File: config.mk
export PLATFORM = sky130hd
export DESIGN_NAME = scc_conv
export DESIGN_NICKNAME = d
export VERILOG_FILES = /design/src/scc_pkg.sv /design/src/scc_conv.sv
export SDC_FILE = /design/constraint.sdc
export NUM_CORES = 1
export LEC_CHECK = 0
export BUFFER_PORTS_ARGS = -buffer_cell sky130_fd_sc_hd__buf_2
export CAP_MARGIN = 20
export CORE_ASPECT_RATIO = 1.2
export CORE_MARGIN = 4
export CORE_UTILIZATION = 39
export CTS_BUF_LIST = sky130_fd_sc_hd__clkbuf_8
export DETAILED_ROUTE_END_ITERATION = 16
export GPL_TIMING_DRIVEN = 1
export SYNTH_ARGS = -nofsm -noshare
export SYNTH_HDL_FRONTEND = slang
export SYNTH_SLANG_ARGS = --single-unit
File: constraint.sdc
create_clock -name sys_clk -period 1.55 [get_ports sys_clk]
set_clock_uncertainty 0.15 [all_clocks]
set_input_delay 0.0775 -clock sys_clk [delete_from_list [all_inputs] [get_ports sys_clk]]
set_output_delay 0.0775 -clock sys_clk [all_outputs]
set_load 0.1 [all_outputs]
File: src/scc_pkg.sv
package scc_pkg;
  localparam int RES_BITS = 8;
  // conversion length in clock-pin cycles and in divided cycles
  localparam int CONV_PIN_CYCLES = 20;
  localparam int CONV_INT_CYCLES = CONV_PIN_CYCLES / 2;
  // hold taken on this falling edge of the clock pin after the strobes go low
  localparam logic [1:0] HOLD_EDGE = 2'h3;
  localparam logic [4:0] CNT_ZERO = 5'h00;
  localparam logic [3:0] DIV_LAST = 4'(CONV_INT_CYCLES - 1);
  localparam logic [RES_BITS-1:0] RES_ZERO = 8'h00;
  localparam logic [RES_BITS-1:0] BIT_MSB = 8'h80;

  typedef enum logic [1:0] {
    SCC_IDLE = 2'b00,
    SCC_TRACK = 2'b01,
    SCC_CONV = 2'b10
  } scc_state_t;

  typedef struct packed {
    logic busy_n;
    logic sample_switch;
    logic osc_clamp;
    logic sample_pulse;
    logic [RES_BITS-1:0] result;
  } scc_out_t;
endpackage : scc_pkg

File: src/scc_conv.sv
module scc_conv
  import scc_pkg::*;
(
  input wire logic sys_clk,
  input wire logic sys_rst,
  input wire logic clk_en,
  input wire logic has_track_hold,
  input wire logic conv_clk_pin,
  input wire logic cs_n,
  input wire logic rd_n,
  input wire logic comp_above,
  output scc_out_t dout
);
  logic [1:0] clk_s_q, cs_s_q, rd_s_q, th_s_q;
  logic clk_prev_q, clk_prev_d;
  logic div_q, div_d;
  logic [3:0] icnt_q, icnt_d;
  logic [1:0] fall_q, fall_d;
  scc_state_t st_q, st_d;
  logic [RES_BITS-1:0] sar_q, sar_d, bit_q, bit_d;
  scc_out_t out_q, out_d;
  logic pin_fall, start, int_tick;

  // clock, strobe and track/hold pins cross into sys_clk through two flops before anything reads them; comp_above is read directly
  always_ff @(posedge sys_clk or posedge sys_rst) begin
    if (sys_rst) begin
      clk_s_q <= 2'b11;
      cs_s_q <= 2'b11;
      rd_s_q <= 2'b11;
      th_s_q <= 2'b00;
    end else if (clk_en) begin
      clk_s_q <= {clk_s_q[0], conv_clk_pin};
      cs_s_q <= {cs_s_q[0], cs_n};
      rd_s_q <= {rd_s_q[0], rd_n};
      th_s_q <= {th_s_q[0], has_track_hold};
    end
  end

  assign pin_fall = clk_prev_q & ~clk_s_q[1];
  assign start = ~cs_s_q[1] & ~rd_s_q[1];
  // the divided clock ticks on every second falling edge of the pin
  assign int_tick = pin_fall & div_q;

  always_comb begin
    clk_prev_d = clk_s_q[1];
    div_d = div_q;
    icnt_d = icnt_q;
    fall_d = fall_q;
    st_d = st_q;
    sar_d = sar_q;
    bit_d = bit_q;
    out_d = out_q;
    out_d.sample_pulse = 1'b0;
    unique case (st_q)
      SCC_IDLE: begin
        // clock pin edges are ignored here and the oscillator is clamped
        out_d.osc_clamp = 1'b1;
        out_d.sample_switch = 1'b1;
        div_d = 1'b0;
        if (start) begin
          st_d = SCC_TRACK;
          fall_d = 2'b00;
          icnt_d = 4'h0;
          sar_d = RES_ZERO;
          bit_d = BIT_MSB;
          out_d.busy_n = 1'b0;
          out_d.osc_clamp = 1'b0;
          out_d.sample_switch = 1'b1;
        end
      end
      SCC_TRACK, SCC_CONV: begin
        if (pin_fall) begin
          div_d = ~div_q;
          if (fall_q != HOLD_EDGE) begin
            fall_d = fall_q + 2'b01;
          end
          // third falling edge opens the switch, two full cycles after the strobes
          if (th_s_q[1] && fall_q == HOLD_EDGE - 2'b01) begin
            out_d.sample_switch = 1'b0;
          end
        end
        if (int_tick) begin
          if (icnt_q == 4'h0) begin
            st_d = SCC_CONV;
          end
          if (bit_q != RES_ZERO) begin
            // one decision per internal cycle, msb first
            if (comp_above) begin
              sar_d = sar_q | bit_q;
            end
            bit_d = bit_q >> 1;
            if (!th_s_q[1]) begin
              out_d.sample_pulse = 1'b1;
            end
          end
          icnt_d = icnt_q + 4'h1;
          if (icnt_q == DIV_LAST) begin
            st_d = SCC_IDLE;
            out_d.busy_n = 1'b1;
            out_d.result = (comp_above && bit_q != RES_ZERO) ? (sar_q | bit_q) : sar_q;
            out_d.sample_switch = 1'b1;
            out_d.osc_clamp = 1'b1;
          end
        end
      end
      default: st_d = SCC_IDLE;
    endcase
  end

  always_ff @(posedge sys_clk or posedge sys_rst) begin
    if (sys_rst) begin
      clk_prev_q <= 1'b1;
      div_q <= 1'b0;
      icnt_q <= 4'h0;
      fall_q <= 2'b00;
      st_q <= SCC_IDLE;
      sar_q <= RES_ZERO;
      bit_q <= RES_ZERO;
      out_q <= '{busy_n: 1'b1, sample_switch: 1'b1, osc_clamp: 1'b1,
                 sample_pulse: 1'b0, result: RES_ZERO};
    end else if (clk_en) begin
      clk_prev_q <= clk_prev_d;
      div_q <= div_d;
      icnt_q <= icnt_d;
      fall_q <= fall_d;
      st_q <= st_d;
      sar_q <= sar_d;
      bit_q <= bit_d;
      out_q <= out_d;
    end
  end

  assign dout = out_q;

  // start and end of a conversion
  a_busy_falls_start: assert property (
    @(posedge sys_clk) disable iff (sys_rst)
    (clk_en && st_q == SCC_IDLE && start) |=> (!out_q.busy_n && !out_q.osc_clamp))
    else $error("busy not lowered at conversion start");

  a_busy_ends_high: assert property (
    @(posedge sys_clk) disable iff (sys_rst)
    (clk_en && st_q != SCC_IDLE && st_d == SCC_IDLE) |=> out_q.busy_n)
    else $error("busy not released at conversion end");

  a_result_held: assert property (
    @(posedge sys_clk) disable iff (sys_rst)
    !(st_q != SCC_IDLE && st_d == SCC_IDLE) |=> $stable(out_q.result))
    else $error("result changed outside a conversion end");

  // sample switch timing
  a_track_at_start: assert property (
    @(posedge sys_clk) disable iff (sys_rst)
    (clk_en && st_q == SCC_IDLE && start) |=> out_q.sample_switch)
    else $error("switch open at conversion start");

  a_hold_on_third: assert property (
    @(posedge sys_clk) disable iff (sys_rst)
    (clk_en && st_q != SCC_IDLE && pin_fall && fall_q == 2'b10 && th_s_q[1]) |=> !out_q.sample_switch)
    else $error("hold not taken on third falling edge");

  a_hold_kept: assert property (
    @(posedge sys_clk) disable iff (sys_rst)
    (!out_q.sample_switch && !(st_q != SCC_IDLE && st_d == SCC_IDLE)) |=> !out_q.sample_switch)
    else $error("switch closed before conversion end");

  a_track_two_cycles: assert property (
    @(posedge sys_clk) disable iff (sys_rst)
    (out_q.sample_switch && !out_q.busy_n && fall_q < 2'b10) |=> out_q.sample_switch)
    else $error("switch opened too early");

  a_retrack_at_end: assert property (
    @(posedge sys_clk) disable iff (sys_rst)
    $rose(out_q.busy_n) |-> out_q.sample_switch)
    else $error("switch not closed at end");

  // sampling without track/hold
  a_sample_no_th: assert property (
    @(posedge sys_clk) disable iff (sys_rst)
    out_q.sample_pulse |-> (!th_s_q[1] && !out_q.busy_n))
    else $error("stray sample pulse");

  a_pulse_single: assert property (
    @(posedge sys_clk) disable iff (sys_rst)
    (clk_en && out_q.sample_pulse) |=> !out_q.sample_pulse)
    else $error("sample pulse longer than one cycle");

  // divided clock and conversion length
  a_div_toggles: assert property (
    @(posedge sys_clk) disable iff (sys_rst)
    (clk_en && st_q != SCC_IDLE && pin_fall) |=> (div_q != $past(div_q)))
    else $error("divider missed a pin falling edge");

  a_count_bound: assert property (
    @(posedge sys_clk) disable iff (sys_rst)
    (st_q != SCC_IDLE) |-> icnt_q <= DIV_LAST)
    else $error("conversion longer than ten internal cycles");

  // idle behaviour: pin ignored, oscillator clamped
  a_clamp_idle: assert property (
    @(posedge sys_clk) disable iff (sys_rst)
    (st_q == SCC_IDLE && !$past(start)) |-> out_q.osc_clamp)
    else $error("oscillator running while idle");

  a_div_idle_clear: assert property (
    @(posedge sys_clk) disable iff (sys_rst)
    (clk_en && st_q == SCC_IDLE) |=> (!div_q && !out_q.sample_pulse))
    else $error("internal clock active while idle");

  // approximation order
  a_sar_msb_first: assert property (
    @(posedge sys_clk) disable iff (sys_rst)
    (clk_en && st_q != SCC_IDLE && int_tick && bit_q != RES_ZERO) |=> (bit_q == ($past(bit_q) >> 1)))
    else $error("decision bit not stepped msb first");

  // a low clock enable must freeze every output
  a_freeze_hold: assert property (
    @(posedge sys_clk) disable iff (sys_rst)
    !clk_en |=> ($stable(out_q) && $stable(st_q)))
    else $error("state moved while clock enable low");
endmodule : scc_conv

Yosys cells after proc, flatten, opt, wreduce, memory -nomap -nowiden
Index checks and enable logic that the tools add are counted.
Widths: inputs -> output; s select.

cells by class
  equal/unequal tests = 13
  $add $sub $neg = 2
  muxes and demuxes = 34
  reduce and logical (&&, ||, !) cells = 17
  bitwise operators = 8

operator list
  cell                 number
  $mux 8               9
  $pmux 8 s2           2
  $ne 2x2->1 const B   8
  $reduce_and 4->1     4
  $reduce_and 5->1     3
  $mux 2               7
  $mux 12              1
  $mux 9               1
  $mux 4               2
  $or 8x8->8           1
  $pmux 2 s2           2
  $pmux 4 s2           1
  $reduce_bool 8->1    1
  $mux 3               2
  $pmux 3 s2           1
  $reduce_and 6->1     1
  $mux 1               5
  $add 4x1->4 const B  1
  $eq 2x2->1 const B   2
  $eq 4x4->1 const B   1
  $logic_not 4->1      1
  $not 1->1            4
  $and 1x1->1          3
  $ne 3x3->1 const B   1
  other kinds (9)      10

storage, ports and cells
  logic and storage cells = 90
  register bits = 46

Longest topological paths before layout
Gate-level depths: netlist of run 1.

  depth in word-level cells = 7
  mapped depth = 7

Worst setup path after synthesis of run 1
No wires, ideal clock.

  path type = reg-to-reg
  from = reg clk_s_q[1]
  to = reg sar_q[0]
  data arrival time = 1.328 ns
  stages on the path, launching flop included = 7
  required time = 1.270 ns
  path slack = -0.058 ns
  period minus slack after synthesis = 1.608 ns
  path through = dfstp_2 > and3b_1 > buf_4 > and4_1 > buf_2 > a21oi_1 > nor2_1

between the ends
  word-level cells in the longest chain between the ends = 5

ends and longest elaborated chain
  element                     RTL line         text
  from (decl)                 scc_conv.sv:14   logic [1:0] clk_s_q, cs_s_q, rd_s_q, th_s_q;
  from (signal assigned)      scc_conv.sv:32   clk_s_q <= {clk_s_q[0], conv_clk_pin};
  $not 1->1                   scc_conv.sv:39   assign pin_fall = clk_prev_q & ~clk_s_q[1];
  $and 1x1->1                 scc_conv.sv:39
  $and 1x1->1                 scc_conv.sv:42   assign int_tick = pin_fall & div_q;
  $ne 2x2->1 (no line)        n/a
  $reduce_and 6->1 (no line)  n/a
  to (signal assigned)        scc_conv.sv:127  sar_q <= sar_d;
  to (decl)                   scc_conv.sv:20   logic [RES_BITS-1:0] sar_q, sar_d, bit_q, bit_d;

Every way passes these cells.
A chain may end at the register's enable or synchronous reset.

Final worst setup path of run 1
  from = reg st_q[0]
  to = reg bit_q[2]

between the ends
  word-level cells in the longest chain between the ends = 4
  elaborated cells between the ends (all ways) = 10
  classes of those cells = eq/ne: 5; mux: 1; reduce/logical: 4

ends and longest elaborated chain
  element                                                           RTL line         text
  from (decl)                                                       scc_conv.sv:19   scc_state_t st_q, st_d;
  from (signal assigned)                                            scc_conv.sv:126  st_q <= st_d;
  $eq 2x1->1 / $eq 2x2->1 (equally long branches)                   scc_conv.sv:54   unique case (st_q)
  $reduce_or 2->1                                                   scc_conv.sv:54
  $ne 2x2->1 (no line) / $reduce_bool 2->1 (equally long branches)  n/a
  $reduce_and 5->1 (no line)                                        n/a
  to (signal assigned)                                              scc_conv.sv:128  bit_q <= bit_d;
  to (decl)                                                         scc_conv.sv:20

Several ways; a longest one is shown, not always the timed one.

==> results of run 1 <==
-- routing by layer --
metal	global-route usage, %	routed length, um	up-vias
li1	-	-	808
met1	18.7	2040	794
met2	28.2	2550	23
met3	3.18	152	5
met4	3.82	45	0
met5	0	0	-
-- synthesized netlist by cell type, types with 2 or more instances --
cell type   n
dfrtp_1    36
nand2_1    15
clkbuf_1    2
nand4_1     4
nor3_1      2
mux2_2      9
ha_1        8
o22ai_1     2
buf_2       3
o21ai_1     6
mux2_1      3
nor4_1      3
nor2_1      9
buf_4       2
a22o_1     10
o21ai_0    10
a21oi_1    21
inv_1      11
nand2b_1    2
dfstp_2    10
and3b_1     2
-- power breakdown --
group          switching [mW]  leakage (nW)  internal (mW)
clock network           0.431        0.0585          0.484
registers               0.168         0.587           1.41
logic                    1.14         0.698           1.04
-- registers in the layout, indices dropped and copies added, names as in the netlist --
register / count
clk_prev_q: 1
clk_s_q: 2
rd_s_q: 2
sar_q: 8
fall_q: 2
div_q: 1
icnt_q: 4
cs_s_q: 2
dout: 12
bit_q: 8
st_q: 2
th_s_q: 2
-- timing repair --
item                                    CTS  global route
pin swaps                                11            18
gates cloned                              2             0
hold buffers                              6             0
endpoints found under the hold margin    51             0
endpoints found under the setup margin   34            35
buffers inserted                          4             4
gates resized for setup                  22            20
-- cell type report --
type / count / area [sq um] / area share, %
Sequential cell: 46 / 1160 / 39.5
Multi-Input combinational cell: 126 / 1050 / 35.5
Timing Repair Buffer: 63 / 503 / 17.0
Tap cell: 62 / 77.6 / 2.63
Clock buffer: 5 / 68.8 / 2.33
Inverter: 11 / 45.0 / 1.53
Clock inverter: 3 / 43.8 / 1.48
-- kinds of logic after synthesis --
logic type | Yosys count | share of synthesized area [%]
simple gates | 49 | 13.6
buf+inv | 18 | 3.73
flops | 46 | 55.0
compound gates | 55 | 16.1
mux | 13 | 6.86
fa+ha+maj | 8 | 4.73
-- worst paths after layout --
| check | endpoint | start | depth (start not counted) | slack, ns |
|---|---|---|---|---|
| min reg2reg | dout[9]$_DFFE_PP1P_ | dout[9]$_DFFE_PP1P_ | 2 | 0.32 |
| min | dout[3]$_DFFE_PP0P_ | comp_above | 3 | 0.05 |
| min in group asynchronous | sar_q[0]$_DFFE_PP0P_ | sys_rst | 4 | 0.19 |
| max in group asynchronous | rd_s_q[1]$_DFFE_PP1P_ | sys_rst | 4 | 0.79 |
| max reg2reg | bit_q[2]$_DFFE_PP0P_ | st_q[0]$_DFFE_PP0P_ | 6 | -0.13 |
| max | bit_q[2]$_DFFE_PP0P_ | st_q[0]$_DFFE_PP0P_ | 6 | -0.13 |
-- critical path, stage by stage (launching register included) --
cell	delay, ns
dfrtp_1	0.42
ha_2	0.21
and2b_4	0.28
nand2_4	0.08
nor3_4	0.21
buf_2	0.17
a22o_1	0.12
==> results.py, run 1 <==
metrics = {
    "floorplan": {
        "ioPinCount": 20,
        "initial_core_util_pct": 40.2,
        "dieHeight_um": 88.7,
        "core.rowCount": 29,
        "fp.coreArea_sq_um": 5260,
        "total_die_area_sq_um": 6670,
        "die_width_um": 75.2,
    },
    "sta": {
        "final_critical_path_setup_slack_ns": -0.134,
        "fmax_mhz": 594,
        "relSlewSlack_pct": 67.1,
        "timing.final.crit_period_ns": 1.68,
        "timing_max_transition_violations_final": 0,
        "final_hold_viol_count": 0,
        "finalSetupViolCount": 33,
        "setup_total_negative_slack_ns": -2.52,
        "tightest_slew_ns": 0.497,
        "grt_setup_unrepaired": "yes",
        "min_period_over_period_pct": 109,
        "final.hold.worst_slack_ns": 0.0517,
    },
    "logic_synthesis": {
        "synthTopCellsByArea": "dfrtp_1 43%, dfstp_2 12%, a21oi_1 5.0%",
        "synthFlopType": "dfrtp_1",
        "postSynthNetCount": 205,
        "ys_ff_latch": 46,
        "syn-mean-instance-area_sq_um": 11.2,
        "synth_cell_type_count": 40,
        "synth_sequential_area_ratio_pct": 55.0,
        "synthesis.instances": 189,
        "synth_largest_type_area_fraction_pct": 42.6,
        "synth-edff-count": 0,
        "post_synth_instance_area_sq_um": 2110,
        "share_of_flip_flops_with_an_asynchronous_set_or_reset_after_synthesis_pct": 100,
        "synth_warnings": 0,
        "netlist.top_cell.by_area": "dfrtp_1",
    },
    "run_status": {
        "violations": "negative setup slack",
        "run_status": "finished with violations",
    },
    "setup_path": {
        "cp-start-kind": "flop",
        "cp-end-kind": "flop",
        "data_required_time_at_the_worst_endpoint_ns": 1.65,
        "worst_ep_arrival_time_ns": 1.78,
        "critPathMaxFanout": 5,
        "timing.setup.critical_path_class": "reg2reg",
    },
    "cells_and_area": {
        "final_area_sq_um": 2950,
        "area.growth.synth_to_final_pct": 39.5,
        "nets": 269,
        "antenna-diode-count": 0,
        "final_core_utilization_pct": 56.1,
        "post_route_cells_drive_above_1_share_pct": 50.4,
        "most-common-layout-cells": "35 x dfrtp_1, 29 x buf_4, 20 x buf_2",
        "layout.cells.most_common": "dfrtp_1",
        "fillers": 446,
        "post_layout_nonfiller_instances": 316,
    },
    "cts": {
        "clock_tree_from_tritoncts": "yes",
        "clockBufferDepth": 2,
        "clk-insertion-delay-late_ns": 0.30,
        "cts_sink_count": 46,
        "cts_root_buffer": "clkbuf_8",
        "cts-buffers-inserted": 5,
        "clkTransAtPathRegs_ns": 0.09,
        "number_of_levels_in_the_clock_h_tree": 2,
    },
    "placed_design": {
        "portBuffers": 19,
        "dp_hpwl_mm": 3.21,
        "post-place-ws_ns": -0.125,
        "global_placement_routability_congestion": 0.819,
        "post_dp_cell_area_sq_um": 2560,
        "placedCellCount": 293,
    },
    "grt": {
        "maximum_number_of_pins_on_one_net_before_global_route_repair": 47,
        "grt_remaining_overflow": 0,
        "aggregate_global_route_resource_usage_pct": 15.6,
        "global_route_wire_length_before_repair_mm": 7.78,
        "antenna_found_initial": 0,
        "first_global_vias": 1608,
    },
    "pwr": {
        "cellLeakagePower_nw": 1.34,
        "p_per_area_nw_per_um2": 1580,
        "max-vdd-ir-drop_mv": 0.842,
        "total_power_mw": 4.67,
    },
    "detailed_routing": {
        "firstDrtPassIters": 4,
        "drt_iter0_drc": 102,
        "drc_errors": 0,
        "avgViaCountPerCell": 5.16,
        "drt.antenna.violating_nets": 0,
        "drt-total-wl_mm": 4.78,
        "num_vias": 1630,
        "routed_len_inst_um": 15.1,
    },
    "hold_path": {
        "timing.hold.worst.class": "in2reg",
    },
    "run": {
        "max_cap_viols": 0,
    },
}
No activity file was read; power rests on OpenSTA's default activity.
==> inputs of run 2 (changes only) <==
Settings changed: BUFFER_PORTS_ARGS -buffer_cell sky130_fd_sc_hd__buf_2 to unset, CTS_BUF_LIST sky130_fd_sc_hd__clkbuf_8 to unset, DONT_BUFFER_PORTS set to 1.
==> run 2 against run 1 <==
  * The run ends with negative hold slack, negative setup slack left
  * Fmax increased by 1.5%
  * Worst setup slack improved by 0.025 ns
  * Flip-flop and latch count unchanged
  * Cell count increased by 1.6%
==> results.py, run 2 (synthesis gave the netlist of run 1 again) <==
metrics = {
    "floorplan": {
        "ioPinCount": 20,
        "die_width_um": 75.2,
        "dieHeight_um": 88.7,
        "total_die_area_sq_um": 6670,
        "initial_core_util_pct": 40.2,
        "core.rowCount": 29,
        "fp.coreArea_sq_um": 5260,
    },
    "cells_and_area": {
        "antenna-diode-count": 0,
        "nets": 274,
        "post_layout_nonfiller_instances": 321,
        "most-common-layout-cells": "47 x buf_4, 35 x dfrtp_1, 12 x o21ai_1",
        "post_route_cells_drive_above_1_share_pct": 51.7,
        "area.growth.synth_to_final_pct": 45.4,
        "final_core_utilization_pct": 58.4,
        "layout.cells.most_common": "buf_4",
        "largest_reg_flops": 12,
        "fillers": 420,
    },
    "detailed_routing": {
        "avgViaCountPerCell": 5.33,
        "firstDrtPassIters": 4,
        "met3_wirelength_um": 190,
        "routedLengthMet1_mm": 2.02,
        "top_layer_used": "met4",
        "drt.antenna.violating_nets": 0,
        "drt-total-wl_mm": 5.06,
        "drt_iter0_drc": 68,
        "num_vias": 1710,
        "routed_len_inst_um": 15.8,
        "drc_errors": 0,
        "dr_wl_met2_mm": 2.72,
    },
    "setup_path": {
        "cp-end-kind": "flop",
        "critPathMaxFanout": 9,
        "setup.reg_to_reg.worst_slack_ns": -0.11,
        "cpLargestDelayFamily": "simple AND/OR/NAND/NOR gates",
        "worst_ep_arrival_time_ns": 1.75,
        "cp-endpoint": "icnt_q[0]$_DFFE_PP0P_",
        "critical-path-slowest-cell": "dfrtp_1",
        "worstSetupPathDepth": 6,
        "r2r_start": "st_q[0]$_DFFE_PP0P_",
        "cp-start-kind": "flop",
        "setup.worst_path.start": "st_q[0]$_DFFE_PP0P_",
        "timing.setup.critical_path_class": "reg2reg",
        "worstPathCellList": "ha_2, and2b_4, nand2_4, nor3_4, buf_6, mux2_4",
        "critical_path_buf_inv_count": 1,
        "slowest_delay_ns": 0.42,
        "reg2regPathDepth": 6,
        "worstReg2RegEnd": "icnt_q[0]$_DFFE_PP0P_",
        "data_required_time_at_the_worst_endpoint_ns": 1.64,
    },
    "cts": {
        "clk-insertion-delay-late_ns": 0.30,
        "holdBufCountCts": 12,
        "clockBufferDepth": 2,
        "number_of_levels_in_the_clock_h_tree": 2,
        "cts_sink_count": 46,
        "cts_root_buffer": "clkbuf_8",
        "clock_tree_from_tritoncts": "yes",
        "clkTransAtPathRegs_ns": 0.08,
        "cts-buffers-inserted": 5,
    },
    "placed_design": {
        "dp_hpwl_mm": 3.29,
        "placedCellCount": 284,
        "portBuffers": 0,
        "global_placement_routability_congestion": 0.835,
    },
    "grt": {
        "global_route_wire_length_before_repair_mm": 8.42,
        "grt_remaining_overflow": 0,
        "aggregate_global_route_resource_usage_pct": 16.6,
        "maximum_number_of_pins_on_one_net_before_global_route_repair": 29,
        "first_global_vias": 1802,
        "antenna_found_initial": 0,
    },
    "run_status": {
        "violations": "negative hold slack, negative setup slack",
        "run_status": "finished with violations",
    },
    "run": {
        "max_cap_viols": 0,
    },
    "sta": {
        "final_hold_viol_count": 20,
        "finalSetupViolCount": 34,
        "final.hold.worst_slack_ns": -0.265,
        "tightest_slew_ns": 0.702,
        "min_period_over_period_pct": 107,
        "relSlewSlack_pct": 52.9,
        "final_critical_path_setup_slack_ns": -0.109,
        "grt_setup_unrepaired": "yes",
        "timing.final.crit_period_ns": 1.66,
        "timing_max_transition_violations_final": 0,
        "fmax_mhz": 603,
    },
    "pwr": {
        "cellLeakagePower_nw": 1.39,
        "p_per_area_nw_per_um2": 1600,
        "max-vdd-ir-drop_mv": 1.27,
    },
    "hold_path": {
        "timing.hold.worst.class": "in2reg",
    },
}
==> run 2: cell types whose count changed in the layout (fill, tap and decap cells not counted), sizes merged <==
cell	delta
dlygate4sd3	+5
clkinvlp	-1
clkbuf	+2
clkinv	-1
==> run 2: worst min-delay path by stage <==
| stage | cells past startpoint | to | from | slack [ns] |
|---|---|---|---|---|
| after floorplan | 1 | th_s_q[0]$_DFFE_PP0P_ | has_track_hold | 0.08 |
| after detailed placement | 1 | th_s_q[0]$_DFFE_PP0P_ | sys_rst | -0.13 |
| after CTS | 1 | dout[8]$_DFFE_PP0P_ | clk_en | -0.28 |
| after global placement | 1 | th_s_q[0]$_DFFE_PP0P_ | sys_rst | -0.14 |
| final | 1 | dout[8]$_DFFE_PP0P_ | clk_en | -0.26 |
| after global routing | 1 | dout[8]$_DFFE_PP0P_ | clk_en | -0.27 |
==> run 2: where the power goes <==
| part | switching, mW | total, mW | internal [mW] |
|---|---|---|---|
| Clock | 0.401 | 0.927 | 0.526 |
| Combinational | 1.21 | 2.41 | 1.20 |
| Sequential | 0.188 | 1.60 | 1.41 |
==> run 2: repair_timing <==
item | CTS | global route
pin swaps | 14 | 13
hold endpoints to repair | 70 | 20
gates cloned | 1 | 0
buffers inserted | 7 | 11
endpoints found under the setup margin | 35 | 37
resized for setup | 22 | 34
==> run 2: area by class of cell <==
cell class	instances	area [sq um]	area share [%]
multi-input combinational	126	1080	35.2
timing repair buffer	68	593	19.3
clock buffer	7	86.3	2.81
tap	62	77.6	2.52
inverter	11	41.3	1.34
sequential	46	1160	37.9
clock inverter	1	30.0	0.977
==> run 2: layer usage <==
metal | GRT usage (%) | up-vias
li1 | - | 817
met1 | 18.9 | 844
met2 | 29.0 | 36
met3 | 3.98 | 13
met4 | 7.63 | 0
met5 | 0 | -
==> run 2: stage by stage <==
step                      total power, mW  instance area [sq um]  setup TNS [ns]  setup slack [ns]
after floorplan                      2.65                   2180         -0.0288           -0.0144
after global routing                 5.22                   3070           -4.43            -0.168
after CTS                            4.56                   2880           -1.60            -0.113
after detailed placement             3.30                   2530           -3.00            -0.148
after global placement               3.21                   2530           -1.56            -0.155
final                                4.93                   3070           -2.22            -0.109
==> inputs of run 3 (changes only) <==
Settings changed: ABC_AREA set to 1.
==> run 3 against run 2 <==
  * The run ends with negative setup slack left
  * Highest routed layer unchanged
  * Count of clock-buffer cells in the layout decreased by 2
  * Synthesized cell count up 49%
  * Critical path depth grew 2
==> results.py, run 3 <==
metrics = {
    "floorplan": {
        "fp.coreArea_sq_um": 5670,
        "total_die_area_sq_um": 7170,
        "initial_core_util_pct": 40.4,
        "ioPinCount": 20,
        "dieHeight_um": 92.0,
        "core.rowCount": 30,
        "die_width_um": 78.0,
    },
    "setup_path": {
        "r2r_start": "st_q[0]$_DFFE_PP0P_",
        "worstPathCellList": "inv_2, ha_4, buf_4, buf_6, a21oi_4, nand3_2, nand2_1, o21ai_1",
        "reg2regPathDepth": 8,
        "setup.reg_to_reg.worst_slack_ns": -0.14,
        "worst_ep_arrival_time_ns": 1.73,
        "worstReg2RegEnd": "fall_q[1]$_DFFE_PP0P_",
        "critPathMaxFanout": 6,
        "critical-path-slowest-cell": "dfrtp_1",
        "cp-end-kind": "flop",
        "data_required_time_at_the_worst_endpoint_ns": 1.60,
        "cp-start-kind": "flop",
        "timing.setup.critical_path_class": "reg2reg",
        "slowest_delay_ns": 0.41,
    },
    "detailed_routing": {
        "firstDrtPassIters": 6,
        "avgViaCountPerCell": 4.89,
        "drc_errors": 0,
        "drt.antenna.violating_nets": 0,
        "num_vias": 2109,
        "routed_len_inst_um": 13.3,
        "drt-total-wl_mm": 5.71,
        "drt_iter0_drc": 100,
    },
    "logic_synthesis": {
        "synthFlopType": "dfrtp_1",
        "post_synth_instance_area_sq_um": 2290,
        "synth-edff-count": 0,
        "synthTopCellsByArea": "dfrtp_1 39%, nand2_1 12%, dfstp_2 11%",
        "synth_compound_area_share_pct": 6.93,
        "synth_cell_type_count": 25,
        "post_synth_fa_ha_maj_area_fraction_pct": 4.37,
        "share_of_flip_flops_with_an_asynchronous_set_or_reset_after_synthesis_pct": 100,
        "netlist.top_cell.by_area": "dfrtp_1",
        "syn-mean-instance-area_sq_um": 8.13,
        "synthesis.instances": 282,
        "ys_ff_latch": 46,
        "synth_warnings": 0,
        "synth_top_cells_by_count": "76 x nand2_1, 44 x nor2_1, 36 x dfrtp_1",
        "synth.most_common_cell": "nand2_1",
        "synth_sequential_area_ratio_pct": 50.8,
        "largest_family_of_logic_cells_by_synthesized_area": "simple AND/OR/NAND/NOR gates",
        "synth_xor_area_share_pct": 0.382,
        "synthSimpleGateAreaFrac_pct": 31.9,
        "postSynthNetCount": 298,
        "synth_largest_type_area_fraction_pct": 39.3,
        "fraction_of_synthesized_area_in_multiplexers_pct": 0,
    },
    "sta": {
        "min_period_over_period_pct": 109,
        "timing_max_transition_violations_final": 0,
        "final.hold.worst_slack_ns": 0.0162,
        "finalSetupViolCount": 36,
        "final_critical_path_setup_slack_ns": -0.137,
        "relSlewSlack_pct": 79.8,
        "tightest_slew_ns": 0.301,
        "timing.final.crit_period_ns": 1.69,
        "final_hold_viol_count": 0,
        "grt_setup_unrepaired": "yes",
        "fmax_mhz": 593,
    },
    "cells_and_area": {
        "post_route_cells_drive_above_1_share_pct": 33.9,
        "largest_reg_flops": 12,
        "nets": 366,
        "final_core_utilization_pct": 56.8,
        "layout.cells.most_common": "nand2_1",
        "area.growth.synth_to_final_pct": 40.4,
        "antenna-diode-count": 0,
        "fillers": 511,
        "most-common-layout-cells": "69 x nand2_1, 45 x buf_4, 37 x nor2_1",
    },
    "hold_path": {
        "whs_path_depth": 4,
        "timing.hold.worst.class": "in2reg",
        "min_from": "clk_en",
        "min_delay_worst_endpoint": "div_q$_DFFE_PP0P_",
    },
    "pwr": {
        "p_per_area_nw_per_um2": 1720,
        "max-vdd-ir-drop_mv": 0.881,
        "cellLeakagePower_nw": 1.60,
    },
    "placed_design": {
        "dp_hpwl_mm": 3.82,
        "portBuffers": 0,
        "global_placement_routability_congestion": 0.803,
    },
    "run_status": {
        "run_status": "finished with violations",
        "violations": "negative setup slack",
    },
    "cts": {
        "cts_root_buffer": "clkbuf_8",
        "clkTransAtPathRegs_ns": 0.09,
        "cts-buffers-inserted": 5,
        "clockBufferDepth": 2,
        "clock_tree_from_tritoncts": "yes",
        "number_of_levels_in_the_clock_h_tree": 2,
        "cts_sink_count": 46,
        "clk-insertion-delay-late_ns": 0.30,
    },
    "grt": {
        "global_route_wire_length_before_repair_mm": 9.64,
        "antenna_found_initial": 0,
        "first_global_vias": 2154,
        "maximum_number_of_pins_on_one_net_before_global_route_repair": 39,
        "aggregate_global_route_resource_usage_pct": 17.0,
        "grt_remaining_overflow": 0,
    },
    "run": {
        "max_cap_viols": 0,
    },
}
-- run 3: cell types whose count changed in the layout (fill, tap and decap cells not counted), moves of 7 or more --
| cell | previous run | this run |
|---|---|---|
| nand3_1 | 1 | 24 |
| o21ai_0 | 1 | 11 |
| mux2_2 | 9 | 0 |
| inv_1 | 5 | 14 |
| o21ai_1 | 12 | 4 |
| a21oi_2 | 11 | 4 |
| nor2_1 | 9 | 37 |
| nand2_1 | 8 | 69 |
| a22o_1 | 10 | 0 |
-- run 3: how the worst max path moves through the flow --
| stage | slack (ns) | cells after the start | start | end |
|---|---|---|---|---|
| finish | -0.14 | 8 | st_q[0]$_DFFE_PP0P_ | fall_q[1]$_DFFE_PP0P_ |
| floorplan | 0.0005 | 7 | st_q[0]$_DFFE_PP0P_ | sar_q[0]$_DFFE_PP0P_ |
| detailed placement | -0.29 | 8 | st_q[1]$_DFFE_PP0P_ | dout[6]$_DFFE_PP0P_ |
| global route | -0.22 | 7 | st_q[0]$_DFFE_PP0P_ | sar_q[1]$_DFFE_PP0P_ |
| global placement | -0.23 | 8 | st_q[0]$_DFFE_PP0P_ | dout[1]$_DFFE_PP0P_ |
| CTS | -0.13 | 8 | st_q[1]$_DFFE_PP0P_ | dout[4]$_DFFE_PP0P_ |
-- run 3: report_power, final --
part | leakage (nW) | internal (mW) | switching, mW
Clock | 0.0441 | 0.318 | 0.433
Sequential | 0.592 | 1.45 | 0.164
Combinational | 0.960 | 1.27 | 1.89
-- run 3: cell families (layout without fill, tap and decap cells) --
group	after synthesis	count (layout)
buf+inv	30	99
compound gates	30	30
simple gates	167	167
xor+xnor	1	1
fa+ha+maj	8	8
flops	46	46
-- run 3: layer usage --
metal | vias to the layer above | wire length, um | track usage [%]
met5 | - | 0 | 0
met4 | 0 | 151 | 7.73
met3 | 17 | 251 | 4.62
met2 | 55 | 2800 | 28.1
met1 | 992 | 2510 | 20.4
li1 | 1045 | - | -
-- run 3: cell type report --
type | instances | area [sq um] | area share (%)
inverters | 23 | 91.3 | 2.84
well taps | 80 | 100 | 3.11
repair buffers | 68 | 599 | 18.6
flip-flops and latches | 46 | 1160 | 36.2
clock buffers | 5 | 68.8 | 2.14
multi-input cells | 206 | 1170 | 36.5
clock inverters | 3 | 21.3 | 0.661
-- run 3: repair_timing --
action / in CTS / in global routing
buffers inserted: 0 / 4
endpoints found under the hold margin: 58 / 1
pin swaps: 10 / 10
setup endpoints to repair: 36 / 37
gates cloned: 0 / 0
resized for setup: 23 / 29
hold buffers: 14 / 2
-- run 3: metrics by stage --
stage / TNS, ns / cells / total power, mW / instance area, sq um / setup WS [ns]
global placement: -3.96 / 404 / 4.26 / 2780 / -0.226
global route: -6.24 / 431 / 5.92 / 3220 / -0.221
floorplan: 0 / 282 / 3.33 / 2330 / 0.000464
CTS: -3.23 / 426 / 5.24 / 3080 / -0.128
detailed placement: -5.56 / 404 / 4.30 / 2780 / -0.286
finish: -2.69 / 431 / 5.52 / 3220 / -0.137
-- run 3: worst max-delay path, delay by kind of cell (launching register included) --
family | cells | cell delay [ns]
DFF | 1 | 0.41
buffers and inverters | 3 | 0.36
adders and majority gates | 1 | 0.23
AOI/OAI and AO/OA | 2 | 0.22
and+or+nand+nor | 2 | 0.21
